$ cat config.mk
export PLATFORM = sky130hd
export DESIGN_NAME = bridge_cfg_tail
export DESIGN_NICKNAME = d
export VERILOG_FILES = /design/src/hw/bridge_cfg_pkg.sv /design/src/hw/bridge_cfg_tail.sv /design/src/hw/legacy_decode.sv
export SDC_FILE = /design/constraint.sdc
export NUM_CORES = 1
export LEC_CHECK = 0
export BUFFER_PORTS_ARGS = -buffer_cell sky130_fd_sc_hd__buf_2
export CORE_ASPECT_RATIO = 1.4
export CORE_MARGIN = 3
export CORE_UTILIZATION = 30
export CTS_BUF_LIST = sky130_fd_sc_hd__clkbuf_4 sky130_fd_sc_hd__clkbuf_8 sky130_fd_sc_hd__clkbuf_16
export DETAILED_ROUTE_END_ITERATION = 6
export PLACE_DENSITY = 0.63
export SLEW_MARGIN = 15
export SYNTH_ARGS = -nofsm -noshare
export SYNTH_HDL_FRONTEND = slang
export SYNTH_SLANG_ARGS = --single-unit
$ cat constraint.sdc
create_clock -name sys_clk_i -period 3.4 [get_ports sys_clk_i]
set_input_delay 0.34 -clock sys_clk_i [delete_from_list [all_inputs] [get_ports sys_clk_i]]
set_output_delay 0.34 -clock sys_clk_i [all_outputs]
set_load 0.05 [all_outputs]
$ cat src/hw/bridge_cfg_pkg.sv
// Purpose: Constants for the bridge configuration header tail
// Assumes: Byte addresses of dword-aligned configuration registers
// Notes:   Reset values and field positions live here, except the bridge control and D1/D2/DSI reset literals
package bridge_cfg_pkg;
   // ==========================================================
   // Register offsets (byte addresses)
   localparam logic [7:0] OFS_IO_TOP   = 8'h30;
   localparam logic [7:0] OFS_CAP_HEAD = 8'h34;
   localparam logic [7:0] OFS_IRQ_BRG  = 8'h3c;
   localparam logic [7:0] OFS_PM_CAP   = 8'h40;
   // ==========================================================
   // Reset values
   localparam logic [15:0] IO_TOP_RST   = 16'h0000;
   localparam logic [7:0]  CAP_HEAD_VAL = 8'h40;
   localparam logic [7:0]  IRQ_LINE_RST = 8'h00;
   localparam logic [7:0]  IRQ_PIN_RST  = 8'h00;
   localparam logic [7:0]  PM_CAP_ID    = 8'h01;
   localparam logic [7:0]  PM_NEXT_UP   = 8'h5c;
   localparam logic [7:0]  PM_NEXT_DN   = 8'h4c;
   localparam logic [2:0]  PM_REV       = 3'h3;
   localparam logic [2:0]  AUX_CUR_RST  = 3'h7;
   localparam logic [4:0]  WAKE_SUP_RST = 5'h1f;
   // ==========================================================
   // Bridge control bit positions within the 3Ch dword
   localparam int BC_POISON = 16;
   localparam int BC_ERRFWD = 17;
   localparam int BC_ISA    = 18;
   localparam int BC_VGA    = 19;
   localparam int BC_VGA16  = 20;
   localparam int BC_SBR    = 22;
   // ==========================================================
   // Power capability field positions
   localparam int PM_DSI    = 21;
   localparam int PM_AUX_LO = 22;
   localparam int PM_D1     = 25;
   localparam int PM_D2     = 26;
   localparam int PM_WAKE_LO = 27;
   // ==========================================================
   // VGA windows
   localparam logic [31:0] VGA_MEM_LO = 32'h000a_0000;
   localparam logic [31:0] VGA_MEM_HI = 32'h000b_ffff;
   localparam logic [9:0]  VGA_IO_A_LO = 10'h3b0;
   localparam logic [9:0]  VGA_IO_A_HI = 10'h3bb;
   localparam logic [9:0]  VGA_IO_B_LO = 10'h3c0;
   localparam logic [9:0]  VGA_IO_B_HI = 10'h3df;
endpackage

$ cat src/hw/bridge_cfg_tail.sv
// Purpose: Bridge header tail registers: I/O top, capability head,
//          interrupt bytes, bridge control and power capability
// Assumes: One-cycle config read/write strobes, byte enables per dword
// Notes:   Loader port rewrites only the loadable read-only defaults
//
// Overview of operation
// - Writable upper I/O top, reset zero
// - Capability head reads 40h
// - Interrupt pin byte, loadable on downstream ports
// - Bit 16 enables poisoned TLP reporting
// - Bit 17 gates error message forwarding
// - Bit 18 sends ISA alias range upstream
// - Bit 19 forwards VGA memory and I/O
// - VGA I/O low ten bits ranges
// - Bit 20 selects 10 or 16-bit compare
// - Bit 22 holds hot reset, port reset
// - Upstream bit 22 resets all downstream ports
// - Legacy bits read zero, top reserved
// - Power capability identifier reads 01h
// - Next pointer 5Ch upstream, 4Ch downstream
// - Revision 011b, wake clock bit zero
// - Device init bit defaults to zero
// - Aux current field defaults to 111b
// - D1 and D2 support default one
// - Wake support field defaults 11111b
// - Loader overwrites read-only power defaults
`timescale 1ns/10ps
`default_nettype none
module bridge_cfg_tail
   import bridge_cfg_pkg::*;
#(
   parameter bit IS_UPSTREAM = 1'b0,  // Port role
   parameter int NUM_RST     = 1      // Port reset outputs
) (
   // Clock and reset
   input  wire logic        sys_clk_i,
   input  wire logic        srst_i,
   // Configuration requests
   input  wire logic        cfg_rd_i,
   input  wire logic        cfg_wr_i,
   input  wire logic [7:0]  cfg_addr_i,
   input  wire logic [3:0]  cfg_be_i,
   input  wire logic [31:0] cfg_wdata_i,
   output logic [31:0]      cfg_rdata_o,
   output logic             cfg_ack_o,
   // Default loader (SMBus or EEPROM)
   input  wire logic        load_wr_i,
   input  wire logic [7:0]  load_addr_i,
   input  wire logic [3:0]  load_be_i,
   input  wire logic [31:0] load_wdata_i,
   // Secondary side events
   input  wire logic        poison_seen_i,
   input  wire logic [2:0]  err_msg_i,
   output logic             poison_report_o,
   output logic [2:0]       err_fwd_o,
   // Address decode
   input  wire logic [31:0] io_addr_i,
   input  wire logic        io_in_window_i,
   input  wire logic [31:0] mem_addr_i,
   output logic             io_fwd_up_o,
   output logic             io_fwd_down_o,
   output logic             vga_io_hit_o,
   output logic             vga_mem_hit_o,
   // Window and reset outputs
   output logic [15:0]      io_top_upper_o,
   output logic             hot_reset_o,
   output logic [NUM_RST-1:0] port_rst_n_o
);
   // ==========================================================
   // Elaboration checks
   generate
      if (NUM_RST < 1 || (!IS_UPSTREAM && NUM_RST != 1)) begin : g_bad
         $error("NUM_RST must be 1 on a downstream port");
      end
   endgenerate

   // ==========================================================
   // Byte-enable merge used by both write ports
   function automatic logic [31:0] merge(input logic [31:0] old_v,
                                         input logic [31:0] new_v,
                                         input logic [3:0]  be);
      logic [31:0] r;
      r = old_v;
      for (int i = 0; i < 4; i++) begin
         if (be[i]) begin
            r[i*8 +: 8] = new_v[i*8 +: 8];
         end
      end
      return r;
   endfunction

   // ==========================================================
   // Storage
   logic [15:0] io_top_reg;      // I/O top bits 31:16
   logic [15:0] io_top_next;
   logic [7:0]  irq_line_reg;    // Interrupt line, software only
   logic [7:0]  irq_line_next;
   logic [7:0]  irq_pin_reg;     // Interrupt pin, loadable
   logic [7:0]  irq_pin_next;
   logic [5:0]  bctl_reg;        // Stored bridge control bits
   logic [5:0]  bctl_next;
   logic [10:0] pm_ld_reg;       // Power capability bits 31:21
   logic [10:0] pm_ld_next;
   logic [31:0] rdata_reg;       // Read data
   logic        ack_reg;         // Request answer

   // ==========================================================
   // Address decode
   wire logic hit_io  = (cfg_addr_i[7:2] == OFS_IO_TOP[7:2]);
   wire logic hit_cap = (cfg_addr_i[7:2] == OFS_CAP_HEAD[7:2]);
   wire logic hit_ib  = (cfg_addr_i[7:2] == OFS_IRQ_BRG[7:2]);
   wire logic hit_pm  = (cfg_addr_i[7:2] == OFS_PM_CAP[7:2]);
   wire logic ld_ib   = load_wr_i & (load_addr_i[7:2] == OFS_IRQ_BRG[7:2]);
   wire logic ld_pm   = load_wr_i & (load_addr_i[7:2] == OFS_PM_CAP[7:2]);

   // ==========================================================
   // Dword images as read back
   wire logic [31:0] io_word = {io_top_reg, 16'h0000};
   wire logic [31:0] cap_word = {24'h000000, CAP_HEAD_VAL};
   wire logic [31:0] ib_word;                                 // 3Ch
   assign ib_word = {4'h0,
                     5'h00, bctl_reg[5], 1'b0,
                     bctl_reg[4:0],
                     irq_pin_reg, irq_line_reg};
   wire logic [7:0] pm_next = IS_UPSTREAM ? PM_NEXT_UP : PM_NEXT_DN;
   wire logic [31:0] pm_word = {pm_ld_reg, 1'b0, 1'b0, PM_REV,
                                pm_next, PM_CAP_ID};

   // ==========================================================
   // Read multiplexer, unmapped dwords read zero
   wire logic [31:0] rd_mux = hit_io  ? io_word  :
                              hit_cap ? cap_word :
                              hit_ib  ? ib_word  :
                              hit_pm  ? pm_word  : 32'h0000_0000;

   // ==========================================================
   // Configuration writes to writable fields
   wire logic [31:0] io_merged = merge(io_word, cfg_wdata_i, cfg_be_i);
   wire logic [31:0] ib_merged = merge(ib_word, cfg_wdata_i, cfg_be_i);
   wire logic wr_io = cfg_wr_i & hit_io;
   wire logic wr_ib = cfg_wr_i & hit_ib;
   assign io_top_next   = wr_io ? io_merged[31:16] : io_top_reg;
   assign irq_line_next = wr_ib ? ib_merged[7:0] : irq_line_reg;
   assign bctl_next     = wr_ib ? {ib_merged[BC_SBR],
                                   ib_merged[BC_VGA16:BC_POISON]}
                                : bctl_reg;

   // ==========================================================
   // Loader writes to loadable read-only defaults
   // Upstream pin byte stays fixed: only downstream ports take a pin load
   wire logic [31:0] ld_ib_m = merge(ib_word, load_wdata_i, load_be_i);
   wire logic [31:0] ld_pm_m = merge(pm_word, load_wdata_i, load_be_i);
   assign irq_pin_next = (ld_ib && !IS_UPSTREAM) ? ld_ib_m[15:8]
                                                 : irq_pin_reg;
   assign pm_ld_next   = ld_pm ? ld_pm_m[31:PM_DSI] : pm_ld_reg;

   // ==========================================================
   // Register update
   always_ff @(posedge sys_clk_i) begin
      if (srst_i) begin
         io_top_reg   <= IO_TOP_RST;
         irq_line_reg <= IRQ_LINE_RST;
         irq_pin_reg  <= IRQ_PIN_RST;
         bctl_reg     <= 6'h00;
         pm_ld_reg    <= {WAKE_SUP_RST, 1'b1, 1'b1, AUX_CUR_RST, 1'b0};
      end else begin
         io_top_reg   <= io_top_next;
         irq_line_reg <= irq_line_next;
         irq_pin_reg  <= irq_pin_next;
         bctl_reg     <= bctl_next;
         pm_ld_reg    <= pm_ld_next;
      end
   end

   // ==========================================================
   // Answer path: data and ack one cycle after the request
   // Read data falls back to zero in cycles with no read taken
   always_ff @(posedge sys_clk_i) begin
      if (srst_i) begin
         rdata_reg <= 32'h0000_0000;
         ack_reg   <= 1'b0;
      end else begin
         rdata_reg <= cfg_rd_i ? rd_mux : 32'h0000_0000;
         ack_reg   <= cfg_rd_i | cfg_wr_i;
      end
   end
   assign cfg_rdata_o = rdata_reg;
   assign cfg_ack_o   = ack_reg;

   // ==========================================================
   // Secondary event gating
   always_ff @(posedge sys_clk_i) begin
      if (srst_i) begin
         poison_report_o <= 1'b0;
         err_fwd_o       <= 3'h0;
      end else begin
         poison_report_o <= poison_seen_i & bctl_reg[0];
         err_fwd_o       <= err_msg_i & {3{bctl_reg[1]}};
      end
   end

   // ==========================================================
   // Hot reset and port reset outputs
   always_ff @(posedge sys_clk_i) begin
      if (srst_i) begin
         hot_reset_o  <= 1'b0;
         port_rst_n_o <= '1;
      end else begin
         hot_reset_o  <= bctl_reg[5];
         port_rst_n_o <= {NUM_RST{~bctl_reg[5]}};
      end
   end
   assign io_top_upper_o = io_top_reg;

   // ==========================================================
   // ISA and VGA decode
   legacy_decode u_decode (
      .sys_clk_i      (sys_clk_i),
      .srst_i         (srst_i),
      .isa_en_i       (bctl_reg[2]),
      .vga_en_i       (bctl_reg[3]),
      .vga16_i        (bctl_reg[4]),
      .io_addr_i      (io_addr_i),
      .io_in_window_i (io_in_window_i),
      .mem_addr_i     (mem_addr_i),
      .io_fwd_up_o    (io_fwd_up_o),
      .io_fwd_down_o  (io_fwd_down_o),
      .vga_io_hit_o   (vga_io_hit_o),
      .vga_mem_hit_o  (vga_mem_hit_o)
   );
endmodule // bridge_cfg_tail
`default_nettype wire

$ cat src/hw/legacy_decode.sv
// Purpose: ISA and VGA address decode for the bridge
// Assumes: Addresses and window hit sampled on sys_clk_i
// Notes:   All results appear one cycle after the inputs
`timescale 1ns/10ps
`default_nettype none
module legacy_decode
   import bridge_cfg_pkg::*;
(
   // Clock and reset
   input  wire logic        sys_clk_i,
   input  wire logic        srst_i,
   // Controls
   input  wire logic        isa_en_i,
   input  wire logic        vga_en_i,
   input  wire logic        vga16_i,
   // Addresses
   input  wire logic [31:0] io_addr_i,
   input  wire logic        io_in_window_i,
   input  wire logic [31:0] mem_addr_i,
   // Results
   output logic             io_fwd_up_o,
   output logic             io_fwd_down_o,
   output logic             vga_io_hit_o,
   output logic             vga_mem_hit_o
);
   // ==========================================================
   // Combinational decode
   wire logic [9:0] io_low10 = io_addr_i[9:0];   // Low ten bits
   wire logic first64k = (io_addr_i[31:16] == 16'h0000); // Under 64KB
   wire logic top768 = (io_addr_i[9:8] != 2'h0);  // Top 768 of 1KB
   wire logic isa_up = isa_en_i & io_in_window_i & first64k & top768;
   wire logic low_ok = ((io_low10 >= VGA_IO_A_LO) && (io_low10 <= VGA_IO_A_HI))
                    || ((io_low10 >= VGA_IO_B_LO) && (io_low10 <= VGA_IO_B_HI));
   wire logic hi_ok = ~vga16_i | (io_addr_i[15:10] == 6'h00);
   wire logic vio = vga_en_i & first64k & low_ok & hi_ok;
   wire logic vmem = vga_en_i & (mem_addr_i >= VGA_MEM_LO)
                   & (mem_addr_i <= VGA_MEM_HI);
   // ==========================================================
   // Registered results
   always_ff @(posedge sys_clk_i) begin
      if (srst_i) begin
         io_fwd_up_o   <= 1'b0;
         io_fwd_down_o <= 1'b0;
         vga_io_hit_o  <= 1'b0;
         vga_mem_hit_o <= 1'b0;
      end else begin
         io_fwd_up_o   <= isa_up;
         io_fwd_down_o <= io_in_window_i & ~isa_up;
         vga_io_hit_o  <= vio;
         vga_mem_hit_o <= vmem;
      end
   end
endmodule // legacy_decode
`default_nettype wire
# [Yosys cells after proc, flatten, opt, wreduce, memory -nomap -nowiden]
# Index checks and enable logic that the tools add are counted.
[word_totals] register_bits=92 input_bits=162 out_inout_bits=59
[op_classes] magnitude_cmp=6 n_eq_ne=6 mux=4 bitwise=21 n_reduce_logical=16
[ops] operator="32-bit two-way mux" count=4
[ops] operator="32-bit by 20-bit greater-or-equal comparator with 1-bit output, second input constant" count=1
[ops] operator="32-bit by 20-bit less-or-equal comparator with 1-bit output, second input constant" count=1
[ops] operator="6-bit by 4-bit equality test with 1-bit output, second input constant" count=4
[ops] operator="10-bit greater-or-equal comparator, second input constant" count=2
[ops] operator="10-bit less-or-equal comparator, second input constant" count=2
[ops] operator="16-bit zero test" count=1
[ops] operator="1-bit AND" count=14
[ops] operator="2-bit AND reduction" count=7
[ops] operator="6-bit by 5-bit equality test with 1-bit output, second input constant" count=2
[ops] operator="6-bit zero test" count=1
[ops] operator="1-bit inverter" count=4
[ops] operator="4-bit OR reduction" count=1
[ops] operator="3-bit AND" count=1
[ops] operator="3-bit OR reduction" count=1
[ops] operator="1-bit logical AND" count=2
[ops] operator="1-bit bitwise OR" count=2
[ops] operator="2-bit nonzero test" count=1
[ops] operator="2-bit OR reduction" count=1
[ops] operator="1-bit logical OR" count=1

# [Logic depth before layout (Yosys ltp)]
# Gate-level depths: netlist of run 1.
[logic_depth] depth_word=5 ltp_mapped=6 depth_no_buf=4

# [By module]
# From an unflattened synthesis of run 1, not the netlist that was laid out.
[hier_totals] cells_unflattened=308 area_unflattened_um2=3328.2
[modules_own_cells] mod="bridge_cfg_tail" instances=1 cells_each=278 area_per_inst_um2=3080.5
[modules_own_cells] mod="legacy_decode" instances=1 cells_each=30 area_per_inst_um2=247.7

# [Least setup slack after synthesis of run 1]
# OpenSTA, ideal clock, no wires.
[synth_path] path_kind="input -> register" startpoint="input port cfg_addr_i[6]" endpoint="register irq_line_reg[0]" setup_time_ps=128 arrival_ps=1351 setup_slack_ps=1921 stages=5 n_path_buf=1 cell_sequence="nand4bb_1 -> buf_6 -> nor3_4 -> mux2i_1 -> nor2_1"
[synth_between] elab_chain_cells=3
[synth_rtl] item="start, declared" line_no="bridge_cfg_tail.sv:41" rtl="input wire logic [7:0] cfg_addr_i,"
[synth_rtl] item="6-bit by 4-bit equality test with 1-bit output" line_no="bridge_cfg_tail.sv:111" rtl="wire logic hit_ib = (cfg_addr_i[7:2] == OFS_IRQ_BRG[7:2]);"
[synth_rtl] item="1-bit AND" line_no="bridge_cfg_tail.sv:141" rtl="wire logic wr_ib = cfg_wr_i & hit_ib;"
[synth_rtl] item="2-bit AND reduction (no line)"
[synth_rtl] item="end signal, assigned" line_no="bridge_cfg_tail.sv:168" rtl="irq_line_reg <= irq_line_next;"
[synth_rtl] item="end, declared" line_no="bridge_cfg_tail.sv:96" rtl="logic [7:0] irq_line_reg;"
# Every way passes these cells.
# A chain may end at the register's enable or synchronous reset.

# [Worst setup path in the final report of run 1]
[layout_path] startpoint="input port cfg_addr_i[6]" endpoint="register irq_line_reg[3]"
# The elaborated chain is that of the path after synthesis.

==> results of run 1 <==
metal layers:
layer	part of all wire, %	routed length, µm
met3	5.4	509
met4	1.2	114
met5	0	0
met2	51	4800
met1	42	3920
worst max path at each step:
stage / startpoint / endpoint / slack, ns / depth (start not counted)
after CTS: cfg_addr_i[6] / irq_line_reg[6] / 1.54 / 5
final: cfg_addr_i[6] / irq_line_reg[3] / 1.54 / 5
after detailed placement: cfg_addr_i[6] / irq_line_reg[6] / 1.20 / 5
after global placement: cfg_addr_i[6] / cfg_rdata_o[17] / 1.19 / 4
after global routing: cfg_addr_i[7] / cfg_rdata_o[17] / 1.41 / 4
after floorplan: cfg_addr_i[6] / irq_line_reg[0] / 1.92 / 5
power by group through the flow:
stage / Clock, mW / Sequential [mW] / Combinational [mW]
2_1_floorplan: 0 / 1.12 / 0.0358
3_3_place_gp: 0 / 1.11 / 0.123
3_5_place_dp: 0 / 1.11 / 0.126
4_1_cts: 1.18 / 1.08 / 0.127
5_1_grt: 1.23 / 1.08 / 0.139
6_report: 1.14 / 1.08 / 0.126
through the flow:
stage	area, µm²	hold WS, ns	instances	worst slack (ns)
2_1_floorplan	3350	0.407	308	1.92
3_3_place_gp	4350	0.434	613	1.19
3_5_place_dp	4350	0.440	613	1.20
4_1_cts	4690	0.169	628	1.54
5_1_grt	4690	0.184	628	1.41
6_report	4690	0.192	628	1.54
layout make-up:
class,count,area (µm²)
timing repair buffer,176,886
inverter,6,22.5
sequential,92,1840
clock inverter,5,108
fill,1074,6170
multi-input combinational,198,1420
tap,141,176
clock buffer,10,239
placed cells by master, fill, tap and decap left out, drive strengths merged, types with 2 or more instances in the layout:
cell,instances
buf,176
dfxtp,92
nor2,52
mux2i,46
and2,14
a22o,12
nand2b,10
clkbuf,10
nand2,9
inv,8
nor4,7
nor3,5
a21o,4
nand4,4
nand4b,3
a21oi,3
bufinv,3
a211o,2
nand3,2
nand3b,2
o21ai,2
and3b,2
nor2b,2
or4,2
o21a,2
nor4b,2
cells by family (layout without fill, tap and decap cells):
| group | after synthesis | in the layout | share of synthesized area [%] |
|---|---|---|---|
| multiplexers | 46 | 46 | 13.8 |
| AO/OA/AOI/OAI | 30 | 30 | 7.18 |
| flip-flops | 92 | 92 | 55.0 |
| buffers and inverters | 18 | 197 | 2.54 |
| AND/OR/NAND/NOR | 122 | 122 | 21.5 |
==> results.cfg, run 1 <==
[synthesis]
ys_top_cells_by_count = 92 x dfxtp_1, 50 x nor2_1, 46 x mux2i_1
async_flop_share_pct = 0
synth_cell_types = 44
synth_flop_cell = dfxtp_1
synth_most_common_cell = dfxtp_1
synth_area_leader_cell = dfxtp_1
ys_top_cells_by_area = dfxtp_1 55%, mux2i_1 14%, nor2_1 5.6%, a22o_1 3.1%, and2_1 2.6%
synth_enable_flop_cells = 0
ys_ff_latch = 92
synth_nets = 470
ys_seq_area_share_pct = 55.0
avgSynthCellArea_um2 = 10.9
synth_warnings = 0
syn_inst = 308
synth_top_area_share_pct = 55.0
syn_area_um2 = 3350

[place]
globalplace.congestion = 0.800
numPortBuffers = 174
hpwl_um = 7020

[pwr]
p_clk_share_pct = 48.6
p_sw_share_pct = 20.0
power_frac_seq_pct = 46.0
power.switching_mw = 0.470
leakage_nw = 2.38
ir_drop_v = 0.000220
power.total_mw = 2.35
power_density_nw_per_um2 = 501
p_comb_share_pct = 5.4
p_int_mw = 1.88

[global_routing]
grt_busiest_layer = met2
grt_max_degree = 57
grt_pass1_vias = 2809
grt.overflow.total = 0
antenna_found_initial = 0
met2_usage_pct = 25.5
gr-usage-met3_pct = 3.89
grt_pass1_wl_um = 14300
globalRouteTotalUtil_pct = 15.2
use_met1_pct = 19.0

[run]
drv_cap = 0

[cts]
cts_made_buffers = 9
cts.sinks = 92
htree_num_levels = 3
clockBufferDepth = 2
postCtsSetupRepairBufs = 0
hold_buffers = 0
clock-root-buffer = clkbuf_16
clk_pin_slew_ns = 0.06
clk_latency_ns = 0.33
cts_tree = built
cts_resized = 0

[floorplan]
die_x_um = 95.3
die_area_um2 = 12500
core-area_um2 = 10900
row_count = 45
io_pins = 221
initial_core_util_pct = 30.8
die_y_um = 131

[routing]
drt_pass1_iterations = 4
drt_iter0_markers = 64
drt-vias-per-instance = 4.55
post_drt_wl_per_cell_um = 14.9
vias = 2860
routed_wl_um = 9350
drcViolationCount = 0
drtAntennaViolNets = 0

[critical_path]
critPathSlowestCell = nor3_4
worst-path-max-fanout = 8
crit_required_ns = 3.60
r2r_end = u_decode.vga_io_hit_o
crit_path_cell_trace = buf_2 -> nand4bb_1 -> nor3_4 -> mux2i_1 -> nor2_1
cp_num_buf_inv = 1
max_stage_delay_ns = 0.69
startpoint_type = input port
worst-r2r-setup-slack_ns = 2.22
critPathTopFamily = simple AND/OR/NAND/NOR gates
crit_path_end_kind = flip-flop
r2r-start = bctl_reg[3]
reg2reg_depth = 3
crit_arrival_ns = 2.06
worst-setup-path-type = input port to flip-flop

[sta]
setup_viol = 0
skew_ns = 0.00382
tightest_slew_ns = 0.813
max_slew_margin_pct = 45.8
max_freq_mhz = 537
finalSetupTns_ns = 0
final_hold_viol_count = 0
period_share_pct = 54.7
slew_violations = 0
period_needed_ns = 1.86
rsz0062_at_grt = false

[outcome]
outcome = complete, no violations

[worst_hold_path]
holdPathEnd = u_decode.vga_mem_hit_o
hold_path.class = input port to flip-flop
hold_start = mem_addr_i[18]
worstHoldPathCells = 2

[layout]
areaGrowthSynthToFinish_pct = 40.2
fin_util_pct = 43.2
diodes = 0
drive_gt1_share_pct = 41.7
largest_register_ffs = 32
layout.nets = 645
Note: power is estimated with default switching activity, not from simulation.
==> inputs of run 2 (changes only) <==
- ABC_AREA: unset -> 1
- PLACE_DENSITY: 0.63 -> 0.6
- clock period: 3.4 -> 1.8 ns (I/O delays scaled with it)
==> run 2 against run 1 <==
Effect of this change: via count up 30%; register-to-register slack worse by 1.4 ns; count of clock-buffer cells in the layout is the same; global-route usage fell by 0.61 points; flip-flop and latch count is the same; worst setup slack got worse by 0.97 ns; sequential power increased by 90%.
==> results.cfg, run 2 <==
[sta]
max_slew_margin_pct = 62.6
skew_ns = 0.00940
tightest_slew_ns = 0.562
period_share_pct = 68.4
period_needed_ns = 1.23
final_hold_viol_count = 0
finalSetupTns_ns = 0
slew_violations = 0
setup_viol = 0
max_freq_mhz = 812
rsz0062_at_grt = false

[routing]
drcViolationCount = 0
drt_iter0_markers = 104
drt-vias-per-instance = 4.25
vias = 3707
drt_pass1_iterations = 4
post_drt_wl_per_cell_um = 12.0
drtAntennaViolNets = 0
routed_wl_um = 10500

[synthesis]
syn_area_um2 = 3890
ys_seq_area_share_pct = 47.3
synth_top_area_share_pct = 47.3
avgSynthCellArea_um2 = 7.12
ys_top_cells_by_count = 154 x nand2_1, 94 x nor2_1, 92 x dfxtp_1
synth_warnings = 0
synth_most_common_cell = nand2_1
async_flop_share_pct = 0
synth_cell_types = 31
ys_top_cells_by_area = dfxtp_1 47%, nand2_1 15%, nor2_1 9.1%, inv_1 8.4%, nand3_1 3.5%
syn_inst = 547
ys_ff_latch = 92
synth_flop_cell = dfxtp_1
synth_enable_flop_cells = 0
synth_area_leader_cell = dfxtp_1
synth_nets = 709

[critical_path]
max_stage_delay_ns = 0.41
crit_required_ns = 1.62
critPathTopFamily = flip-flops
crit_arrival_ns = 1.05
crit_path_end_kind = primary output
critPathSlowestCell = dfxtp_1
worst-path-max-fanout = 3
crit_path_cell_trace = buf_2
startpoint_type = flip-flop
worst-setup-path-type = flip-flop to primary output
cp_num_buf_inv = 1

[global_routing]
globalRouteTotalUtil_pct = 14.6
grt_pass1_vias = 3499
grt.overflow.total = 0
antenna_found_initial = 1
grt_max_degree = 51
grt_pass1_wl_um = 16400

[pwr]
leakage_nw = 2.82
power_density_nw_per_um2 = 844
ir_drop_v = 0.000381
power.total_mw = 4.41

[cts]
cts_resized = 0
cts_tree = built
cts_made_buffers = 9
cts.sinks = 92
clockBufferDepth = 2
clk_pin_slew_ns = 0.07
hold_buffers = 0
clk_latency_ns = 0.34
clock-root-buffer = clkbuf_16
postCtsSetupRepairBufs = 0
htree_num_levels = 3

[run]
drv_cap = 0

[layout]
mostFrequentLayoutCell = buf_2
layout.nets = 880
stdcell_count = 873
layout_common_cells = 174 x buf_2, 154 x nand2_1, 94 x nor2_1
areaGrowthSynthToFinish_pct = 34.2
largest_register_ffs = 32
diodes = 0
drive_gt1_share_pct = 31.7

[place]
hpwl_um = 8140
placed_cells = 857
numPortBuffers = 174
globalplace.congestion = 0.786

[worst_hold_path]
hold_path.class = input port to flip-flop

[floorplan]
initial_core_util_pct = 31.2
io_pins = 221
core-area_um2 = 12500
die_area_um2 = 14400
die_y_um = 141
die_x_um = 102
row_count = 48

[outcome]
outcome = complete, no violations
## run 2: cell count changes in the layout (fill, tap and decap cells not counted), moves of 17 or more
cell / before / now
nand4_1: 2 / 19
mux2i_1: 46 / 0
nand3_1: 2 / 27
nor2_1: 50 / 94
inv_1: 6 / 87
nand2_1: 8 / 154
## run 2: worst paths after layout
check	slack (ns)	from	cells past startpoint	to
max	0.57	io_top_upper_o[5]	1	io_top_upper_o[5]
min	0.05	load_wdata_i[29]	3	pm_ld_reg[8]
min reg2reg	0.45	pm_ld_reg[9]	2	cfg_rdata_o[30]
max reg2reg	0.87	bctl_reg[3]	6	u_decode.vga_io_hit_o
## run 2: per-layer routing
layer | vias up | global-route usage, % | part of all wire (%) | routed length (µm)
met1 | 1574 | 16.4 | 42 | 4360
met4 | 2 | 4.01 | 1.0 | 108
li1 | 2000 | - | - | -
met3 | 8 | 5.59 | 7.9 | 825
met5 | - | 0 | 0.12 | 13
met2 | 123 | 25.5 | 49 | 5140
## run 2: cell type report
cell class	count	area [µm²]
Fill cell	1337	7270
Sequential cell	92	1840
Multi-Input combinational cell	344	1600
Timing Repair Buffer	178	913
Inverter	93	349
Clock buffer	10	239
Tap cell	150	188
Clock inverter	6	92.6
## run 2: power by group
part	switching, mW	internal, mW	total [mW]	leakage [nW]
Sequential	0.00406	2.04	2.05	0.742
Clock	0.793	1.26	2.06	0.156
Combinational	0.175	0.128	0.303	1.92
## run 2: worst register-to-register path, cell delays in order (launching register included)
cell,delay [ns]
dfxtp_1,0.34
inv_1,0.07
nor2_1,0.15
nand3b_1,0.09
nor2_1,0.10
nand2_1,0.05
nor2_1,0.07
## run 2: per-stage QoR
step	hold slack, ns	setup slack, ns	util, %	instance area [µm²]
6_report	0.0520	0.569	41.8	5220
4_1_cts	0.0356	0.544	41.8	5220
3_3_place_gp	0.392	0.313	39.2	4890
3_5_place_dp	0.389	0.291	39.2	4890
2_1_floorplan	0.293	0.764	-	3890
5_1_grt	0.0525	0.469	41.8	5220
## run 2: cell families after synthesis
| kind of cell | count (synthesis) | share of synthesized area [%] |
|---|---|---|
| AOI/OAI and AO/OA | 11 | 1.51 |
| DFF | 92 | 47.3 |
| buffers and inverters | 111 | 11.6 |
| and+or+nand+nor | 333 | 39.6 |
==> inputs of run 3 (changes only) <==
- PLACE_DENSITY: 0.6 -> 0.62
- clock period: 1.8 -> 1 ns (I/O delays scaled with it)
==> run 3 against run 2 <==
Effect of this change: critical path depth stayed put; final cell count is 6.5% higher; sequential share of layout area is 4.3 points lower; design area is 15% higher; largest power group is now registers; first-iteration DRC count is 17% lower; power is 77% higher; flip-flop and latch count stayed put; non-clock buffer count is 57 higher; critical endpoint is now cfg_rdata_o[17].
==> results.cfg, run 3 (synthesized netlist as in run 2, its figures left out) <==
[floorplan]
initial_core_util_pct = 31.2
die_x_um = 102
die_y_um = 141
row_count = 48
die_area_um2 = 14400
core-area_um2 = 12500
io_pins = 221

[routing]
drt_iter0_markers = 86
drt-vias-per-instance = 4.27
drcViolationCount = 0
vias = 3972
post_drt_wl_per_cell_um = 12.0
drtAntennaViolNets = 0
routed_wl_um = 11200
drt_pass1_iterations = 4

[sta]
max_freq_mhz = 1020
setup_viol = 0
period_share_pct = 97.7
setup_slack_ns = 0.0230
final_hold_viol_count = 0
period_needed_ns = 0.977
slew_violations = 0
max_slew_margin_pct = 78.3
skew_ns = 0.00326
tightest_slew_ns = 0.325
hold_ws_ns = 0.00326

[global_routing]
grt_max_degree = 30
grt_pass1_vias = 3860
antenna_found_initial = 2
grt.overflow.total = 0
grt_pass1_wl_um = 17800
globalRouteTotalUtil_pct = 15.6

[cts]
cts_tree = built
htree_num_levels = 3
postCtsSetupRepairBufs = 0
clk_latency_ns = 0.33
clock-root-buffer = clkbuf_16
cts.sinks = 92
clk_pin_slew_ns = 0.06
cts_made_buffers = 9
clockBufferDepth = 2

[pwr]
p_sw_share_pct = 22.7
leakage_nw = 3.09
power.total_mw = 7.79
power_frac_seq_pct = 47.3
ir_drop_v = 0.000658
power_density_nw_per_um2 = 1300
p_int_mw = 6.02
power.switching_mw = 1.77
p_comb_share_pct = 9.3
p_clk_share_pct = 43.4

[critical_path]
crit_path_cell_trace = buf_6
reg2reg_depth = 6
crit_cells = 1
max_stage_delay_ns = 0.37
crit_arrival_ns = 0.88
cp_num_buf_inv = 1
worst-path-max-fanout = 1
crit_required_ns = 0.90
crit_path_end_kind = primary output
startpoint_type = flip-flop
worst-setup-path-type = flip-flop to primary output
critPathSlowestCell = dfxtp_1
critPathTopFamily = flip-flops

[layout]
layout_common_cells = 154 x nand2_1, 115 x buf_2, 93 x nor2_1
areaGrowthSynthToFinish_pct = 54.1
layout.nets = 937
regArea_um2 = 1860
drive_gt1_share_pct = 34.2
fin_area_um2 = 6000
diodes = 0
mostFrequentLayoutCell = nand2_1
multi_input_area_um2 = 1610
fin_util_pct = 48.0
largest_register_ffs = 32
fillCellCount = 1238

[outcome]
outcome = complete, no violations

[worst_hold_path]
worstHoldPathCells = 3
hold_path.class = input port to flip-flop

[place]
hpwl_um = 8400
place_area_um2 = 5130
globalplace.congestion = 0.774
place_ws_ns = -0.174
numPortBuffers = 174

[run]
drv_cap = 0
run 3: changes by cell type in the layout (fill, tap and decap cells not counted), sizes merged:
cell,change
buf,+18
bufinv,-1
clkbuf,+6
clkinv,+2
dlygate4sd3,+33
inv,-1
run 3: power by group through the flow:
stage | clock (mW) | sequential, mW | combinational, mW
after floorplan | 0 | 3.81 | 0.219
after global placement | 0 | 3.77 | 0.613
after detailed placement | 0 | 3.77 | 0.615
after CTS | 3.48 | 3.69 | 0.724
after global routing | 3.60 | 3.69 | 0.801
final | 3.38 | 3.69 | 0.724
run 3: per-layer routing:
layer	global-route usage [%]	part of all wire (%)	up-vias
li1	-	-	2114
met1	18.0	41	1692
met2	27.5	49	147
met3	4.65	7.9	15
met4	4.42	1.6	4
met5	0	0.26	-
run 3: repair_timing:
action	4_1_cts	5_1_grt
resized for setup	77	13
setup endpoints to repair	53	12
endpoints found under the hold margin	30	0
hold buffers	33	0
run 3: worst paths after layout:
path	startpoint	to	slack [ns]
worst max-delay path	cfg_rdata_o[17]	cfg_rdata_o[17]	0.02
worst min-delay path	load_wdata_i[9]	irq_pin_reg[1]	0.003
worst max register to register	bctl_reg[3]	u_decode.vga_io_hit_o	0.14
worst min register to register	pm_ld_reg[9]	cfg_rdata_o[30]	0.44
run 3: metrics by stage:
step                std cells  setup TNS (ns)
floorplan                 547               0
global placement          881           -6.47
detailed placement        881           -7.15
CTS                       930               0
global route              930        -0.00126
finish                    930               0
run 3: final cells by class:
| class | instances | share of cell area (%) |
|---|---|---|
| clock inverter | 6 | 1.06 |
| sequential | 92 | 31.0 |
| timing repair buffer | 235 | 28.2 |
| tap | 150 | 3.13 |
| inverter | 93 | 5.82 |
| clock buffer | 10 | 3.88 |
| multi-input combinational | 344 | 26.9 |
